==> src/hw/rbl_params.svh <==
/*
  Constants for the receive ring overflow recovery controller: device register
  offsets and values, software register map, field positions and timing counts.
  Assumes a 50 MHz controller clock and an 8-bit device register port.
*/
`ifndef RBL_PARAMS_SVH
`define RBL_PARAMS_SVH

// ==========================================================================
// clock and timing
// ==========================================================================
`define RBL_CLK_NS 20
`define RBL_STOP_WAIT_US 1600
`define RBL_STOP_WAIT_CYC ((`RBL_STOP_WAIT_US * 1000 + `RBL_CLK_NS - 1) / `RBL_CLK_NS)
`define RBL_WR_CYC 3'h2
`define RBL_RD_CYC 3'h4

// ==========================================================================
// device register offsets (page 0)
// ==========================================================================
`define RBL_DEV_CMD 4'h0
`define RBL_DEV_ISR 4'h7
`define RBL_DEV_RCNT_LO 4'hA
`define RBL_DEV_RCNT_HI 4'hB
`define RBL_DEV_TCFG 4'hD

// ==========================================================================
// device values and bits
// ==========================================================================
`define RBL_CMD_STOP 8'h21
`define RBL_CMD_START 8'h22
`define RBL_CMD_START_TX 8'h26
`define RBL_CMD_TXREQ_BIT 2
`define RBL_ISR_TXDONE_BIT 1
`define RBL_ISR_TXERR_BIT 3
`define RBL_ISR_OVW_CLR 8'h10
`define RBL_TCFG_LOOP1 8'h02
`define RBL_TCFG_LOOP2 8'h04
`define RBL_TCFG_LOOP_MASK 8'h06

// ==========================================================================
// software register map
// ==========================================================================
`define RBL_SW_CTRL 4'h0
`define RBL_SW_STATUS 4'h1
`define RBL_SW_TCFG_NORM 4'h2
`define RBL_SW_DEV_ADDR 4'h3
`define RBL_SW_DEV_WR 4'h4
`define RBL_SW_DEV_RD 4'h5
`define RBL_CTRL_START 0
`define RBL_CTRL_DRAINED 1
`define RBL_CTRL_LOOP2 2
`define RBL_CTRL_NO_RDMA 3
`define RBL_STAT_DONE_BIT 4
`define RBL_TCFG_NORM_RST 8'h00

`endif

==> src/hw/rbl_pkg.sv <==
/*
  Types for the receive ring overflow recovery controller.
  Assumes rbl_params.svh supplies all numeric constants.
*/
package rbl_pkg;

  typedef enum logic [3:0] {
    STEP_IDLE, STEP_RD_CMD, STEP_STOP, STEP_WAIT, STEP_RCNT_LO, STEP_RCNT_HI,
    STEP_RD_ISR, STEP_LOOP, STEP_START, STEP_DRAIN, STEP_CLR_OVW, STEP_NORMAL,
    STEP_RESEND
  } rbl_step_t;

  typedef enum logic [1:0] {
    ACC_IDLE, ACC_WR, ACC_RD
  } rbl_acc_t;

endpackage

==> src/hw/rbl_host.sv <==
/*
  Host-side controller that runs the receive ring overflow recovery routine on
  the network controller through its register port, plus direct register access
  for software (packet removal while the routine waits).
  Assumes the device latches a write while its write strobe is high and drives
  read data while its read strobe is high; read data is asynchronous here.
*/
`timescale 1ns/100ps
`include "rbl_params.svh"

// Function
// - host saves transmit request bit, then writes 21H to stop.
// - host waits at least 1.6 ms, ignoring the reset status bit.
// - host clears both remote byte count registers.
// - resend marked only if transmit request saved and no done/error flag.
// - loopback mode 1 is 0,1 and mode 2 is 1,0 on D2,D1.
// - writing 22H starts controller, activating remote DMA channel.
// - host clears ring overflow flag after removing packets.
// - host restores normal transmit configuration with loopback bits zero.
// - marked resend is cleared and 26H written: start plus transmit request.
// - without remote DMA, packets may be removed before start.
module rbl_host
  import rbl_pkg::*;
#(
  parameter int unsigned STOP_WAIT_CYC = `RBL_STOP_WAIT_CYC
) (
  input wire logic CLK_I,
  input wire logic RST_N_I,
  input wire logic [3:0] SW_ADDR_I,
  input wire logic [7:0] SW_WDATA_I,
  input wire logic SW_WR_I,
  input wire logic SW_RD_I,
  output logic [7:0] SW_RDATA_O,
  output logic [3:0] DEV_ADDR_O,
  output logic [7:0] DEV_DATA_O,
  output logic DEV_WR_O,
  output logic DEV_RD_O,
  input wire logic [7:0] DEV_DATA_I
);

  // ========================================================================
  // read data synchroniser
  // ========================================================================
  logic [7:0] dsync1;
  logic [7:0] dsync2;

  always_ff @(posedge CLK_I or negedge RST_N_I) begin
    if (!RST_N_I) begin
      dsync1 <= 8'h00;
      dsync2 <= 8'h00;
    end else begin
      dsync1 <= DEV_DATA_I;
      dsync2 <= dsync1;
    end
  end

  // ========================================================================
  // software registers
  // ========================================================================
  logic start_pend, drained_pend, loop2, no_rdma, done_flag;
  logic dir_pend, dir_wr;
  logic [3:0] dir_addr;
  logic [7:0] dir_wdata, dir_rdata, tcfg_norm, sw_rdata;
  logic next_start_pend, next_drained_pend, next_loop2, next_no_rdma, next_done_flag;
  logic next_dir_pend, next_dir_wr;
  logic [3:0] next_dir_addr;
  logic [7:0] next_dir_wdata, next_dir_rdata, next_tcfg_norm, next_sw_rdata;
  // sequencer / engine handshake terms
  rbl_step_t step, next_step;
  rbl_acc_t acc, next_acc;
  logic start_take, drained_take, done_set, dir_grant, dir_done;
  logic saved_txreq, resend;
  logic seq_req, seq_wr, acc_done, acc_owner_dir;
  logic [3:0] seq_addr;
  logic [7:0] seq_data;

  always_comb begin
    next_start_pend = start_pend & ~start_take;
    next_drained_pend = drained_pend & ~drained_take & ~start_take;
    next_loop2 = loop2;
    next_no_rdma = no_rdma;
    next_done_flag = done_flag;
    next_dir_pend = dir_pend & ~dir_grant;
    next_dir_wr = dir_wr;
    next_dir_addr = dir_addr;
    next_dir_wdata = dir_wdata;
    next_dir_rdata = dir_rdata;
    next_tcfg_norm = tcfg_norm;
    next_sw_rdata = 8'h00;
    if (dir_done && !dir_wr) begin
      next_dir_rdata = dsync2;
    end
    if (SW_WR_I) begin
      unique case (SW_ADDR_I)
        `RBL_SW_CTRL: begin
          if (SW_WDATA_I[`RBL_CTRL_START]) begin
            next_start_pend = 1'b1;
          end
          if (SW_WDATA_I[`RBL_CTRL_DRAINED]) begin
            next_drained_pend = 1'b1;
          end
          next_loop2 = SW_WDATA_I[`RBL_CTRL_LOOP2];
          next_no_rdma = SW_WDATA_I[`RBL_CTRL_NO_RDMA];
        end
        `RBL_SW_STATUS: begin
          if (SW_WDATA_I[`RBL_STAT_DONE_BIT]) begin
            next_done_flag = 1'b0;
          end
        end
        `RBL_SW_TCFG_NORM: next_tcfg_norm = SW_WDATA_I;
        `RBL_SW_DEV_ADDR: next_dir_addr = SW_WDATA_I[3:0];
        `RBL_SW_DEV_WR: begin
          next_dir_wdata = SW_WDATA_I;
          next_dir_wr = 1'b1;
          next_dir_pend = 1'b1;
        end
        `RBL_SW_DEV_RD: begin
          next_dir_wr = 1'b0;
          next_dir_pend = 1'b1;
        end
        default: ;
      endcase
    end
    // hardware set beats a software clear in the same cycle
    if (done_set) begin
      next_done_flag = 1'b1;
    end
    if (SW_RD_I) begin
      unique case (SW_ADDR_I)
        `RBL_SW_CTRL: next_sw_rdata = {4'h0, no_rdma, loop2, 2'h0};
        `RBL_SW_STATUS: next_sw_rdata = {2'h0, dir_pend, done_flag, saved_txreq,
                                         step == STEP_DRAIN, resend, step != STEP_IDLE};
        `RBL_SW_TCFG_NORM: next_sw_rdata = tcfg_norm;
        `RBL_SW_DEV_ADDR: next_sw_rdata = {4'h0, dir_addr};
        `RBL_SW_DEV_RD: next_sw_rdata = dir_rdata;
        default: next_sw_rdata = 8'h00;
      endcase
    end
  end

  always_ff @(posedge CLK_I or negedge RST_N_I) begin
    if (!RST_N_I) begin
      start_pend <= 1'b0;
      drained_pend <= 1'b0;
      loop2 <= 1'b0;
      no_rdma <= 1'b0;
      done_flag <= 1'b0;
      dir_pend <= 1'b0;
      dir_wr <= 1'b0;
      dir_addr <= 4'h0;
      dir_wdata <= 8'h00;
      dir_rdata <= 8'h00;
      tcfg_norm <= `RBL_TCFG_NORM_RST;
      sw_rdata <= 8'h00;
    end else begin
      start_pend <= next_start_pend;
      drained_pend <= next_drained_pend;
      loop2 <= next_loop2;
      no_rdma <= next_no_rdma;
      done_flag <= next_done_flag;
      dir_pend <= next_dir_pend;
      dir_wr <= next_dir_wr;
      dir_addr <= next_dir_addr;
      dir_wdata <= next_dir_wdata;
      dir_rdata <= next_dir_rdata;
      tcfg_norm <= next_tcfg_norm;
      sw_rdata <= next_sw_rdata;
    end
  end

  assign SW_RDATA_O = sw_rdata;

  // ========================================================================
  // device access engine
  // ========================================================================
  // the routine has priority; software access waits while a step is on the port
  logic [2:0] acc_cnt, next_acc_cnt;
  logic next_owner_dir, next_dev_wr, next_dev_rd;
  logic [3:0] next_dev_addr;
  logic [7:0] next_dev_data;

  always_comb begin
    next_acc = acc;
    next_acc_cnt = acc_cnt + 3'h1;
    next_owner_dir = acc_owner_dir;
    next_dev_addr = DEV_ADDR_O;
    next_dev_data = DEV_DATA_O;
    dir_grant = 1'b0;
    acc_done = 1'b0;
    unique case (acc)
      ACC_IDLE: begin
        next_acc_cnt = 3'h0;
        if (seq_req) begin
          next_acc = seq_wr ? ACC_WR : ACC_RD;
          next_owner_dir = 1'b0;
          next_dev_addr = seq_addr;
          next_dev_data = seq_data;
        end else if (dir_pend) begin
          dir_grant = 1'b1;
          next_acc = dir_wr ? ACC_WR : ACC_RD;
          next_owner_dir = 1'b1;
          next_dev_addr = dir_addr;
          next_dev_data = dir_wdata;
        end
      end
      ACC_WR: begin
        if (acc_cnt == `RBL_WR_CYC - 3'h1) begin
          acc_done = 1'b1;
          next_acc = ACC_IDLE;
        end
      end
      ACC_RD: begin
        // strobe long enough for data to pass both synchroniser stages
        if (acc_cnt == `RBL_RD_CYC - 3'h1) begin
          acc_done = 1'b1;
          next_acc = ACC_IDLE;
        end
      end
      default: next_acc = ACC_IDLE;
    endcase
    next_dev_wr = next_acc == ACC_WR;
    next_dev_rd = next_acc == ACC_RD;
  end

  assign dir_done = acc_done & acc_owner_dir;

  always_ff @(posedge CLK_I or negedge RST_N_I) begin
    if (!RST_N_I) begin
      acc <= ACC_IDLE;
      acc_cnt <= 3'h0;
      acc_owner_dir <= 1'b0;
      DEV_ADDR_O <= 4'h0;
      DEV_DATA_O <= 8'h00;
      DEV_WR_O <= 1'b0;
      DEV_RD_O <= 1'b0;
    end else begin
      acc <= next_acc;
      acc_cnt <= next_acc_cnt;
      acc_owner_dir <= next_owner_dir;
      DEV_ADDR_O <= next_dev_addr;
      DEV_DATA_O <= next_dev_data;
      DEV_WR_O <= next_dev_wr;
      DEV_RD_O <= next_dev_rd;
    end
  end

  // ========================================================================
  // overflow recovery sequencer
  // ========================================================================
  logic [16:0] wait_cnt, next_wait_cnt;
  logic next_saved_txreq, next_resend, seq_done;

  assign seq_done = acc_done & ~acc_owner_dir;

  always_comb begin
    next_step = step;
    next_wait_cnt = wait_cnt;
    next_saved_txreq = saved_txreq;
    next_resend = resend;
    seq_req = 1'b0;
    seq_wr = 1'b1;
    seq_addr = `RBL_DEV_CMD;
    seq_data = 8'h00;
    start_take = 1'b0;
    drained_take = 1'b0;
    done_set = 1'b0;
    unique case (step)
      STEP_IDLE: begin
        if (start_pend) begin
          start_take = 1'b1;
          next_resend = 1'b0;
          next_step = STEP_RD_CMD;
        end
      end
      STEP_RD_CMD: begin
        seq_req = 1'b1;
        seq_wr = 1'b0;
        if (seq_done) begin
          next_saved_txreq = dsync2[`RBL_CMD_TXREQ_BIT];
          next_step = STEP_STOP;
        end
      end
      STEP_STOP: begin
        seq_req = 1'b1;
        seq_data = `RBL_CMD_STOP;
        if (seq_done) begin
          next_wait_cnt = 17'h00000;
          next_step = STEP_WAIT;
        end
      end
      STEP_WAIT: begin
        // fixed time-out only; the reset status bit is not trusted
        next_wait_cnt = wait_cnt + 17'h00001;
        if (wait_cnt == 17'(STOP_WAIT_CYC - 1)) begin
          next_step = STEP_RCNT_LO;
        end
      end
      STEP_RCNT_LO: begin
        seq_req = 1'b1;
        seq_addr = `RBL_DEV_RCNT_LO;
        if (seq_done) begin
          next_step = STEP_RCNT_HI;
        end
      end
      STEP_RCNT_HI: begin
        seq_req = 1'b1;
        seq_addr = `RBL_DEV_RCNT_HI;
        if (seq_done) begin
          next_step = saved_txreq ? STEP_RD_ISR : STEP_LOOP;
        end
      end
      STEP_RD_ISR: begin
        seq_req = 1'b1;
        seq_wr = 1'b0;
        seq_addr = `RBL_DEV_ISR;
        if (seq_done) begin
          next_resend = ~(dsync2[`RBL_ISR_TXDONE_BIT] | dsync2[`RBL_ISR_TXERR_BIT]);
          next_step = STEP_LOOP;
        end
      end
      STEP_LOOP: begin
        seq_req = 1'b1;
        seq_addr = `RBL_DEV_TCFG;
        seq_data = loop2 ? `RBL_TCFG_LOOP2 : `RBL_TCFG_LOOP1;
        if (seq_done) begin
          next_step = no_rdma ? STEP_DRAIN : STEP_START;
        end
      end
      STEP_START: begin
        seq_req = 1'b1;
        seq_data = `RBL_CMD_START;
        if (seq_done) begin
          next_step = no_rdma ? STEP_CLR_OVW : STEP_DRAIN;
        end
      end
      STEP_DRAIN: begin
        // software removes packets with direct access, then reports drained
        if (drained_pend) begin
          drained_take = 1'b1;
          next_step = no_rdma ? STEP_START : STEP_CLR_OVW;
        end
      end
      STEP_CLR_OVW: begin
        seq_req = 1'b1;
        seq_addr = `RBL_DEV_ISR;
        seq_data = `RBL_ISR_OVW_CLR;
        if (seq_done) begin
          next_step = STEP_NORMAL;
        end
      end
      STEP_NORMAL: begin
        seq_req = 1'b1;
        seq_addr = `RBL_DEV_TCFG;
        seq_data = tcfg_norm & ~`RBL_TCFG_LOOP_MASK;
        if (seq_done) begin
          next_step = resend ? STEP_RESEND : STEP_IDLE;
          done_set = ~resend;
        end
      end
      STEP_RESEND: begin
        seq_req = 1'b1;
        seq_data = `RBL_CMD_START_TX;
        if (seq_done) begin
          next_resend = 1'b0;
          done_set = 1'b1;
          next_step = STEP_IDLE;
        end
      end
      default: next_step = STEP_IDLE;
    endcase
  end

  always_ff @(posedge CLK_I or negedge RST_N_I) begin
    if (!RST_N_I) begin
      step <= STEP_IDLE;
      wait_cnt <= 17'h00000;
      saved_txreq <= 1'b0;
      resend <= 1'b0;
    end else begin
      step <= next_step;
      wait_cnt <= next_wait_cnt;
      saved_txreq <= next_saved_txreq;
      resend <= next_resend;
    end
  end

endmodule

==> config.mk <==
export PLATFORM = sky130hd
export DESIGN_NAME = rbl_host
export DESIGN_NICKNAME = d
export VERILOG_FILES = /design/src/hw/rbl_pkg.sv /design/src/hw/rbl_host.sv
export VERILOG_INCLUDE_DIRS = /design/src /design/src/hw
export SDC_FILE = /design/constraint.sdc
export NUM_CORES = 1
export LEC_CHECK = 0
export BUFFER_PORTS_ARGS = -buffer_cell sky130_fd_sc_hd__clkbuf_2
export CAP_MARGIN = 30
export CORE_UTILIZATION = 50
export CTS_CLUSTER_SIZE = 20
export DETAILED_ROUTE_END_ITERATION = 8
export GPL_TIMING_DRIVEN = 0
export PLACE_DENSITY_LB_ADDON = 0.25
export SYNTH_ARGS = -nofsm -noshare
export SYNTH_HDL_FRONTEND = slang
export SYNTH_SLANG_ARGS = --single-unit
==> constraint.sdc <==
create_clock -name CLK_I -period 3 [get_ports CLK_I]
set_clock_uncertainty 0.2 [all_clocks]
set_input_delay 0.45 -clock CLK_I [delete_from_list [all_inputs] [get_ports CLK_I]]
set_output_delay 0.45 -clock CLK_I [all_outputs]
set_load 0.05 [all_outputs]
# Yosys cells after proc, flatten, opt, wreduce, memory -nomap -nowiden
# Index checks and enable logic that the tools add are counted.
[totals] regBits=102 latchBits=0 ram_bits=0 mem_bits_ro=0 input_bits=24 out_inout_bits=22 word_cells=177 n_memories=0
[op_classes] n_addsub=2 multipliers=0 n_div=0 magnitude_cmp=0 eq_ne=37 n_shift=0 muxes=71 n_bitwise=13 n_reduce_logical=29
[ops] operator="$mux 4" n=16
[ops] operator="$pmux 4 s13" n=1
[ops] operator="$pmux 8 s6" n=1
[ops] operator="$pmux 8 s5" n=1
[ops] operator="$pmux 17 s2" n=1
[ops] operator="$mux 1" n=31
[ops] operator="$ne 2x2->1 const B" n=13
[ops] operator="$eq 4x3->1 const B" n=6
[ops] operator="$mux 8" n=3
[ops] operator="$eq 4x4->1 const B" n=5
[ops] operator="$add 17x1->17 const B" n=1
[ops] operator="$eq 17x17->1 const B" n=1
[ops] operator="$mux 17" n=1
[ops] operator="$eq 4x2->1 const B" n=4
[ops] operator="$mux 2" n=8
[ops] operator="$pmux 4 s4" n=1
[ops] operator="$reduce_and 2->1" n=8
[ops] operator="$reduce_and 13->1" n=1
[ops] operator="$reduce_bool 2->1" n=6
[ops] operator="$reduce_or 10->1" n=1
[ops] operator="$eq 4x1->1 const B" n=2
[ops] operator="$logic_not 4->1" n=2
[ops] operator="$reduce_or 2->1" n=4
[ops] operator="$and 1x1->1" n=6
[ops] operator="other kinds (18)" n=28

# Depth between registers and ports, before layout
# Gate-level depths: netlist of run 1.
[logic_depth] word_depth=9 depth_mapped=7

# Worst setup path before layout of run 1
# Ideal clock, no wire load.
[synth_path] path_kind="register to register" from="register acc[0]" to="register step[0]" setup_ns=0.125 arrival_ns=1.815 path_slack_ns=0.861 path_stages_with_launch=8 path_cell_list="dfrtp_1 > inv_1 > ha_1 > nand4b_1 > a21oi_2 > a2bb2oi_2 > o31ai_1 > mux2_2"
[synth_via] elab_chain_len=5 elab_cells_between_ends=15 cone_classes="eq/ne: 12; mux: 1; bitwise: 1; reduce/logical: 1"
[synth_lines] element="from (decl)" line_no="rbl_host.sv:70" text="rbl_acc_t acc, next_acc;"
[synth_lines] element="from (signal assigned)" line_no="rbl_host.sv:237" text="acc <= next_acc;"
[synth_lines] element="$eq 2x2->1 / $eq 2x1->1 (equally long branches)" line_no="rbl_host.sv:190" text="unique case (acc)"
[synth_lines] element="$pmux 1 s2 *" line_no="rbl_host.sv:190"
[synth_lines] element="$and 1x1->1 *" line_no="rbl_host.sv:253" text="assign seq_done = acc_done & ~acc_owner_dir;"
[synth_lines] element="$ne 2x2->1 (no line)"
[synth_lines] element="$reduce_and 13->1 (no line) *"
[synth_lines] element="to (signal assigned)" line_no="rbl_host.sv:380" text="step <= next_step;"
[synth_lines] element="to (decl)" line_no="rbl_host.sv:69" text="rbl_step_t step, next_step;"
# Every way passes the cells marked *; elsewhere a longest branch is shown, timed or not.
# A chain may end at the register's enable or synchronous reset.

# Final worst setup path of run 1
# Same ends and word-level chain as after synthesis.

==> flow_metrics.py, run 1 <==
metrics = {
    "worst_hold_path": {
        "holdCritStartpoint": "SW_WDATA_I[5]",
        "hp-class": "in -> reg",
        "holdPathStages": 2,
        "hold_end": "tcfg_norm[5]$_DFFE_PN0P_",
    },
    "floorplan": {
        "row_count": 35,
        "ios": 46,
        "coreArea_um2": 9370,
        "initial_core_util_pct": 52.2,
        "fp.dieW_um": 101,
        "die_h_um": 101,
        "die_area_um2": 10200,
    },
    "clocking": {
        "clk_root_buffer_cell": "clkbuf_8",
        "worstSkewPairLatency_ns": 0.37,
        "cts-hold-fix-buffers": 9,
        "cts-resized-gates": 0,
        "clockBufferDepth": 2,
        "cts_buffers": 9,
        "clock_sinks": 102,
        "cts_tree": "yes",
        "postCtsSetupRepairBufs": 0,
        "htree_levels": 3,
        "clk_pin_slew_worst_paths_ns": 0.11,
    },
    "global_routing": {
        "grt_pass1_vias": 3852,
        "track_usage_pct": 25.0,
        "grt_first_pass_wirelength_um": 19500,
        "antenna_found_initial": 0,
        "grt_max_degree": 65,
        "grt.overflow.total": 0,
    },
    "timing": {
        "slew_violations": 0,
        "period_needed_ns": 2.54,
        "finalSetupViolations": 0,
        "setup_ws_ns": 0.457,
        "rsz0062_at_grt": "false",
        "final_hold_viol_count": 0,
        "timing.setup.tns_ns": 0,
        "worst_pin_slew_ns": 0.911,
        "relSlewSlack_pct": 38.7,
        "post-route-period-util_pct": 84.8,
        "max_freq_mhz": 393,
    },
    "finish": {
        "areaGrowthSynthToFinish_pct": 14.1,
        "fillers": 826,
        "antenna_cells": 0,
        "fin_nets": 569,
        "drive_above_1_share_pct": 21.8,
    },
    "placed_design": {
        "gp_congestion": 0.919,
        "place.detailed.hpwl_um": 8350,
        "io_buffers": 44,
        "place_ws_ns": 0.509,
    },
    "yosys": {
        "synth_top_area_share_pct": 52.2,
        "synth_mux_area_share_pct": 9.47,
        "synth-edff-count": 0,
        "yosys.area_share.adder_pct": 2.25,
        "synth_top_family_by_area": "compound AO/OA/AOI/OAI gates",
        "yosysSeqAreaShare_pct": 52.2,
        "synth_area_leaders": "dfrtp_1 (52%), mux2_2 (7.8%), nand2_1 (4.0%), o21ai_0 (3.7%), nor2_1 (3.0%)",
        "synth_ff_type": "dfrtp_1",
        "ys_async_sr_fraction_pct": 100,
        "synth_compound_area_share_pct": 16.6,
        "synth_commonest_cells": "dfrtp_1 (102), nand2_1 (52), nor2_1 (39)",
        "synth_area_um2": 4890,
        "synthSimpleGateAreaFrac_pct": 16.3,
        "syn_inst": 472,
        "yosysTopAreaCell": "dfrtp_1",
        "synth_seq_cells": 102,
        "synth_fp_nets": 504,
        "synth.distinct_cells": 61,
        "synth.most_common_cell": "dfrtp_1",
        "yosys_warnings": 0,
        "synthXorXnorAreaFrac_pct": 0,
        "synth_area_per_cell_um2": 10.4,
    },
    "route": {
        "routed_wl_um": 11600,
        "drtPass1Iterations": 5,
        "via_per_inst": 5.88,
        "drt-initial-drc-count": 450,
        "wire_per_inst_um": 17.3,
        "drc": 0,
        "route.vias.total": 3946,
        "final_antenna_net_count": 0,
    },
    "pwr": {
        "leakage_nw": 2.51,
        "p_sw_w": 0.00175,
        "p_per_area_nw_per_um2": 770,
        "switching_share_pct": 40.6,
        "ir_drop_uv": 454,
        "p_seq_share_pct": 43.8,
        "p_int_w": 0.00255,
        "pwr-share-comb_pct": 36.4,
        "clock_power_share_pct": 19.8,
    },
    "setup_path": {
        "cp-start-kind": "register",
        "endpoint_kind": "register",
        "worstPathRequired_ns": 3.06,
        "worstReg2RegEnd": "step[0]$_DFFE_PN0P_",
        "regToRegStartpoint": "acc[0]$_DFF_PN0_",
        "crit_fanout": 8,
        "r2r_cells": 7,
        "r2r_setup_slack_ns": 0.46,
        "critPathKind": "reg -> reg",
        "worstPathArrival_ns": 2.61,
    },
    "flow_run": {
        "cap_violations": 0,
    },
    "status": {
        "status": "finished clean",
    },
}
-- power groups by stage --
stage	registers, W	clock network [W]	logic, W
floorplan	0.00205	0	0.000965
global placement	0.00190	0	0.00151
detailed placement	0.00191	0	0.00155
CTS	0.00188	0.000870	0.00156
global route	0.00192	0.000927	0.00173
finish	0.00188	0.000852	0.00156
-- layout by cell type, fill, tap and decap left out, drive strengths merged, types with 9 or more instances in the layout --
cell type	count
nand3	21
mux2	34
nand2	52
clkbuf	62
a21oi	20
buf	15
o21ai	39
nor2	41
inv	14
dlygate4sd3	9
dfrtp	102
-- worst max path at each step --
stage	end	from	depth (start not counted)	slack, ns
finish	step[0]$_DFFE_PN0P_	acc[0]$_DFF_PN0_	7	0.46
global route	step[0]$_DFFE_PN0P_	acc[0]$_DFF_PN0_	7	0.33
CTS	step[0]$_DFFE_PN0P_	acc[0]$_DFF_PN0_	7	0.49
detailed placement	step[0]$_DFFE_PN0P_	acc[0]$_DFF_PN0_	7	0.51
global placement	wait_cnt[12]$_DFFE_PN0P_	RST_N_I	1	0.03
floorplan	step[0]$_DFFE_PN0P_	acc[0]$_DFF_PN0_	7	0.86
-- cell type report --
| class | count | area [µm²] | share of cell area, % |
|---|---|---|---|
| buffer | 23 | 115 | 2.06 |
| timing repair buffer | 54 | 340 | 6.10 |
| sequential | 102 | 2550 | 45.7 |
| tap | 129 | 161 | 2.89 |
| clock buffer | 9 | 124 | 2.22 |
| clock inverter | 7 | 66.3 | 1.19 |
| inverter | 11 | 41.3 | 0.740 |
| multi-input combinational | 336 | 2180 | 39.1 |
-- per-stage QoR --
stage          util [%]  cells  power, W  area [µm²]  hold slack, ns
2_1_floorplan         -    472   0.00301        4890         -0.0456
3_3_place_gp       56.3    645   0.00340        5270           0.132
3_5_place_dp       56.6    646   0.00346        5300           0.135
4_1_cts            59.6    671   0.00431        5580           0.119
5_1_grt            59.6    671   0.00458        5580           0.117
6_report           59.6    671   0.00430        5580           0.126
-- sequential cells by signal, indices dropped and copies added, names as in the netlist, 2 cells and up --
| signal | cells |
|---|---|
| DEV_ADDR_O | 4 |
| DEV_DATA_O | 8 |
| SW_RDATA_O | 8 |
| acc | 2 |
| acc_cnt | 3 |
| dir_addr | 4 |
| dir_rdata | 8 |
| dir_wdata | 8 |
| dsync1 | 8 |
| dsync2 | 8 |
| step | 4 |
| tcfg_norm | 8 |
| wait_cnt | 17 |
-- cell families after synthesis --
kind of cell / after synthesis
mux: 42
buf+inv: 34
compound gates: 120
fa+ha+maj: 9
flops: 102
simple gates: 165
-- layer usage --
layer  routed length [µm]  part of all wire [%]  vias up  GRT usage [%]
met5                    0                     0        -              0
met4                  262                   2.3        0           8.25
met3                  591                   5.1       23           3.81
met2                 5400                    47      118           40.6
met1                 5350                    46     1948           34.5
li1                     -                     -     1857              -
-- critical path, cell delays in order, from the launching register on --
cell	delay (ns)
dfrtp_1	0.42
inv_1	0.09
ha_1	0.30
nand4b_1	0.21
a21oi_2	0.49
a2bb2oi_2	0.27
o31ai_1	0.16
mux2_2	0.30
No activity file was read; power rests on OpenSTA's default activity.
==> run 2: changes to the inputs <==
clock period = 2.4 ns   (was 3 ns; I/O delays follow)
==> run 2 against run 1 <==
  * Clock-buffer cell count stayed put
  * Critical endpoint is now dir_rdata[1]$_DFFE_PN0P_
  * Hold slack worse by 0.090 ns
  * Sequential cell count stayed put
  * Cell count is 0.60% higher
  * Sequential power is 25% higher
  * Total power is 26% higher
  * Die area stayed put
==> flow_metrics.py, run 2 (synthesized netlist as in run 1, its figures left out) <==
metrics = {
    "status": {
        "status": "finished clean",
    },
    "route": {
        "wirelength_met1_um": 5370,
        "final_antenna_net_count": 0,
        "via_per_inst": 5.80,
        "route.vias.total": 3918,
        "routed_wl_um": 11700,
        "drtPass1Iterations": 5,
        "wire_per_inst_um": 17.3,
        "wl_met2_um": 5590,
        "drt-initial-drc-count": 342,
        "met3_length_um": 511,
        "highest_layer": "met4",
        "drc": 0,
    },
    "floorplan": {
        "coreArea_um2": 9370,
        "initial_core_util_pct": 52.2,
        "row_count": 35,
        "ios": 46,
        "die_area_um2": 10200,
        "die_h_um": 101,
        "fp.dieW_um": 101,
    },
    "finish": {
        "most-common-layout-cells": "dfrtp_1 (102), nand2_1 (52), clkbuf_2 (44)",
        "largest_register_ffs": 17,
        "drive_above_1_share_pct": 22.9,
        "layout_commonest_cell": "dfrtp_1",
        "fin_util_pct": 60.0,
        "top_register": "wait_cnt",
        "antenna_cells": 0,
        "areaGrowthSynthToFinish_pct": 15.0,
        "fin_area_um2": 5630,
        "fin_nets": 573,
    },
    "pwr": {
        "ir_drop_uv": 573,
        "leakage_nw": 2.54,
        "p_per_area_nw_per_um2": 966,
    },
    "setup_path": {
        "worstPathArrival_ns": 2.41,
        "cp-start-kind": "register",
        "critPathKind": "reg -> reg",
        "r2r_setup_slack_ns": 0.05,
        "crit_fanout": 8,
        "endpoint_kind": "register",
        "worstPathRequired_ns": 2.46,
        "regToRegStartpoint": "acc[1]$_DFF_PN0_",
        "r2r_cells": 5,
        "worstReg2RegEnd": "dir_rdata[1]$_DFFE_PN0P_",
    },
    "placed_design": {
        "place.detailed.hpwl_um": 8350,
        "place_ws_ns": -0.0913,
        "io_buffers": 44,
        "dpl_cell_area_um2": 5300,
        "gp_congestion": 0.919,
    },
    "worst_hold_path": {
        "holdPathStages": 2,
        "holdCritStartpoint": "SW_WDATA_I[6]",
        "hold_end": "tcfg_norm[6]$_DFFE_PN0P_",
        "hp-class": "in -> reg",
    },
    "timing": {
        "setup_ws_ns": 0.0545,
        "post-route-period-util_pct": 97.7,
        "rsz0062_at_grt": "true",
        "finalSetupViolations": 0,
        "slew_violations": 0,
        "timing.setup.tns_ns": 0,
        "worst_pin_slew_ns": 0.932,
        "period_needed_ns": 2.35,
        "max_freq_mhz": 426,
        "final_hold_viol_count": 0,
        "relSlewSlack_pct": 37.3,
    },
    "clocking": {
        "clk_pin_slew_worst_paths_ns": 0.11,
        "cts_tree": "yes",
        "cts_buffers": 9,
        "clockBufferDepth": 2,
        "worstSkewPairLatency_ns": 0.37,
        "htree_levels": 3,
        "clk_root_buffer_cell": "clkbuf_8",
        "clock_sinks": 102,
    },
    "global_routing": {
        "grt_max_degree": 65,
        "track_usage_pct": 25.0,
        "grt.overflow.total": 0,
        "antenna_found_initial": 0,
        "grt_first_pass_wirelength_um": 19500,
        "grt_pass1_vias": 3857,
    },
    "flow_run": {
        "cap_violations": 0,
    },
}
-- run 2: changes by cell type in the layout (fill, tap and decap cells not counted), sizes merged --
cell / previous run / this run
buf: 15 / 20
clkbuf: 62 / 61
-- run 2: critical path, cell delays in order (launching register included) --
cell and delay (ns):
dfrtp_1 0.39, inv_1 0.08, ha_1 0.29, nand4b_1 0.24, a21oi_2 0.62, mux2_2 0.41
-- run 2: final cells by class --
class	count	area, µm²
Tap cell	129	161
Fill cell	819	3750
Buffer	23	118
Multi-Input combinational cell	336	2190
Sequential cell	102	2550
Timing Repair Buffer	58	370
Inverter	11	41.3
Clock inverter	7	66.3
Clock buffer	9	124
-- run 2: repair_timing --
action	in CTS	in global routing
setup buffers	2	2
resized for setup	1	7
pin swaps	1	3
hold buffers	9	0
endpoints found under the hold margin	46	0
endpoints found under the setup margin	1	26
-- run 2: power breakdown --
| group | switching, W | internal, W |
|---|---|---|
| registers | 0.000281 | 0.00207 |
| logic | 0.00126 | 0.000764 |
| clock network | 0.000661 | 0.000403 |
| total | 0.00220 | 0.00323 |
-- run 2: how the worst max path moves through the flow --
stage | from | endpoint | slack (ns) | cells after the start
after floorplan | acc[0]$_DFF_PN0_ | step[0]$_DFFE_PN0P_ | 0.26 | 7
after global placement | RST_N_I | wait_cnt[12]$_DFFE_PN0P_ | -0.48 | 1
after detailed placement | acc[0]$_DFF_PN0_ | step[0]$_DFFE_PN0P_ | -0.09 | 7
after CTS | acc[0]$_DFF_PN0_ | dir_rdata[1]$_DFFE_PN0P_ | -0.02 | 5
after global routing | acc[1]$_DFF_PN0_ | dir_rdata[2]$_DFFE_PN0P_ | -0.05 | 5
final | acc[1]$_DFF_PN0_ | dir_rdata[1]$_DFFE_PN0P_ | 0.05 | 5
-- run 2: layer usage --
layer / vias up / GRT usage [%]
met2: 101 / 40.8
met1: 1940 / 34.5
met5: - / 0
met4: 0 / 8.14
met3: 18 / 3.68
li1: 1859 / -
-- run 2: per-stage QoR --
step / hold WS, ns / power, W / instances
2_1_floorplan: -0.136 / 0.00376 / 472
3_3_place_gp: 0.132 / 0.00425 / 645
3_5_place_dp: 0.135 / 0.00432 / 646
4_1_cts: 0.0295 / 0.00541 / 673
5_1_grt: 0.0269 / 0.00578 / 675
6_report: 0.0360 / 0.00544 / 675
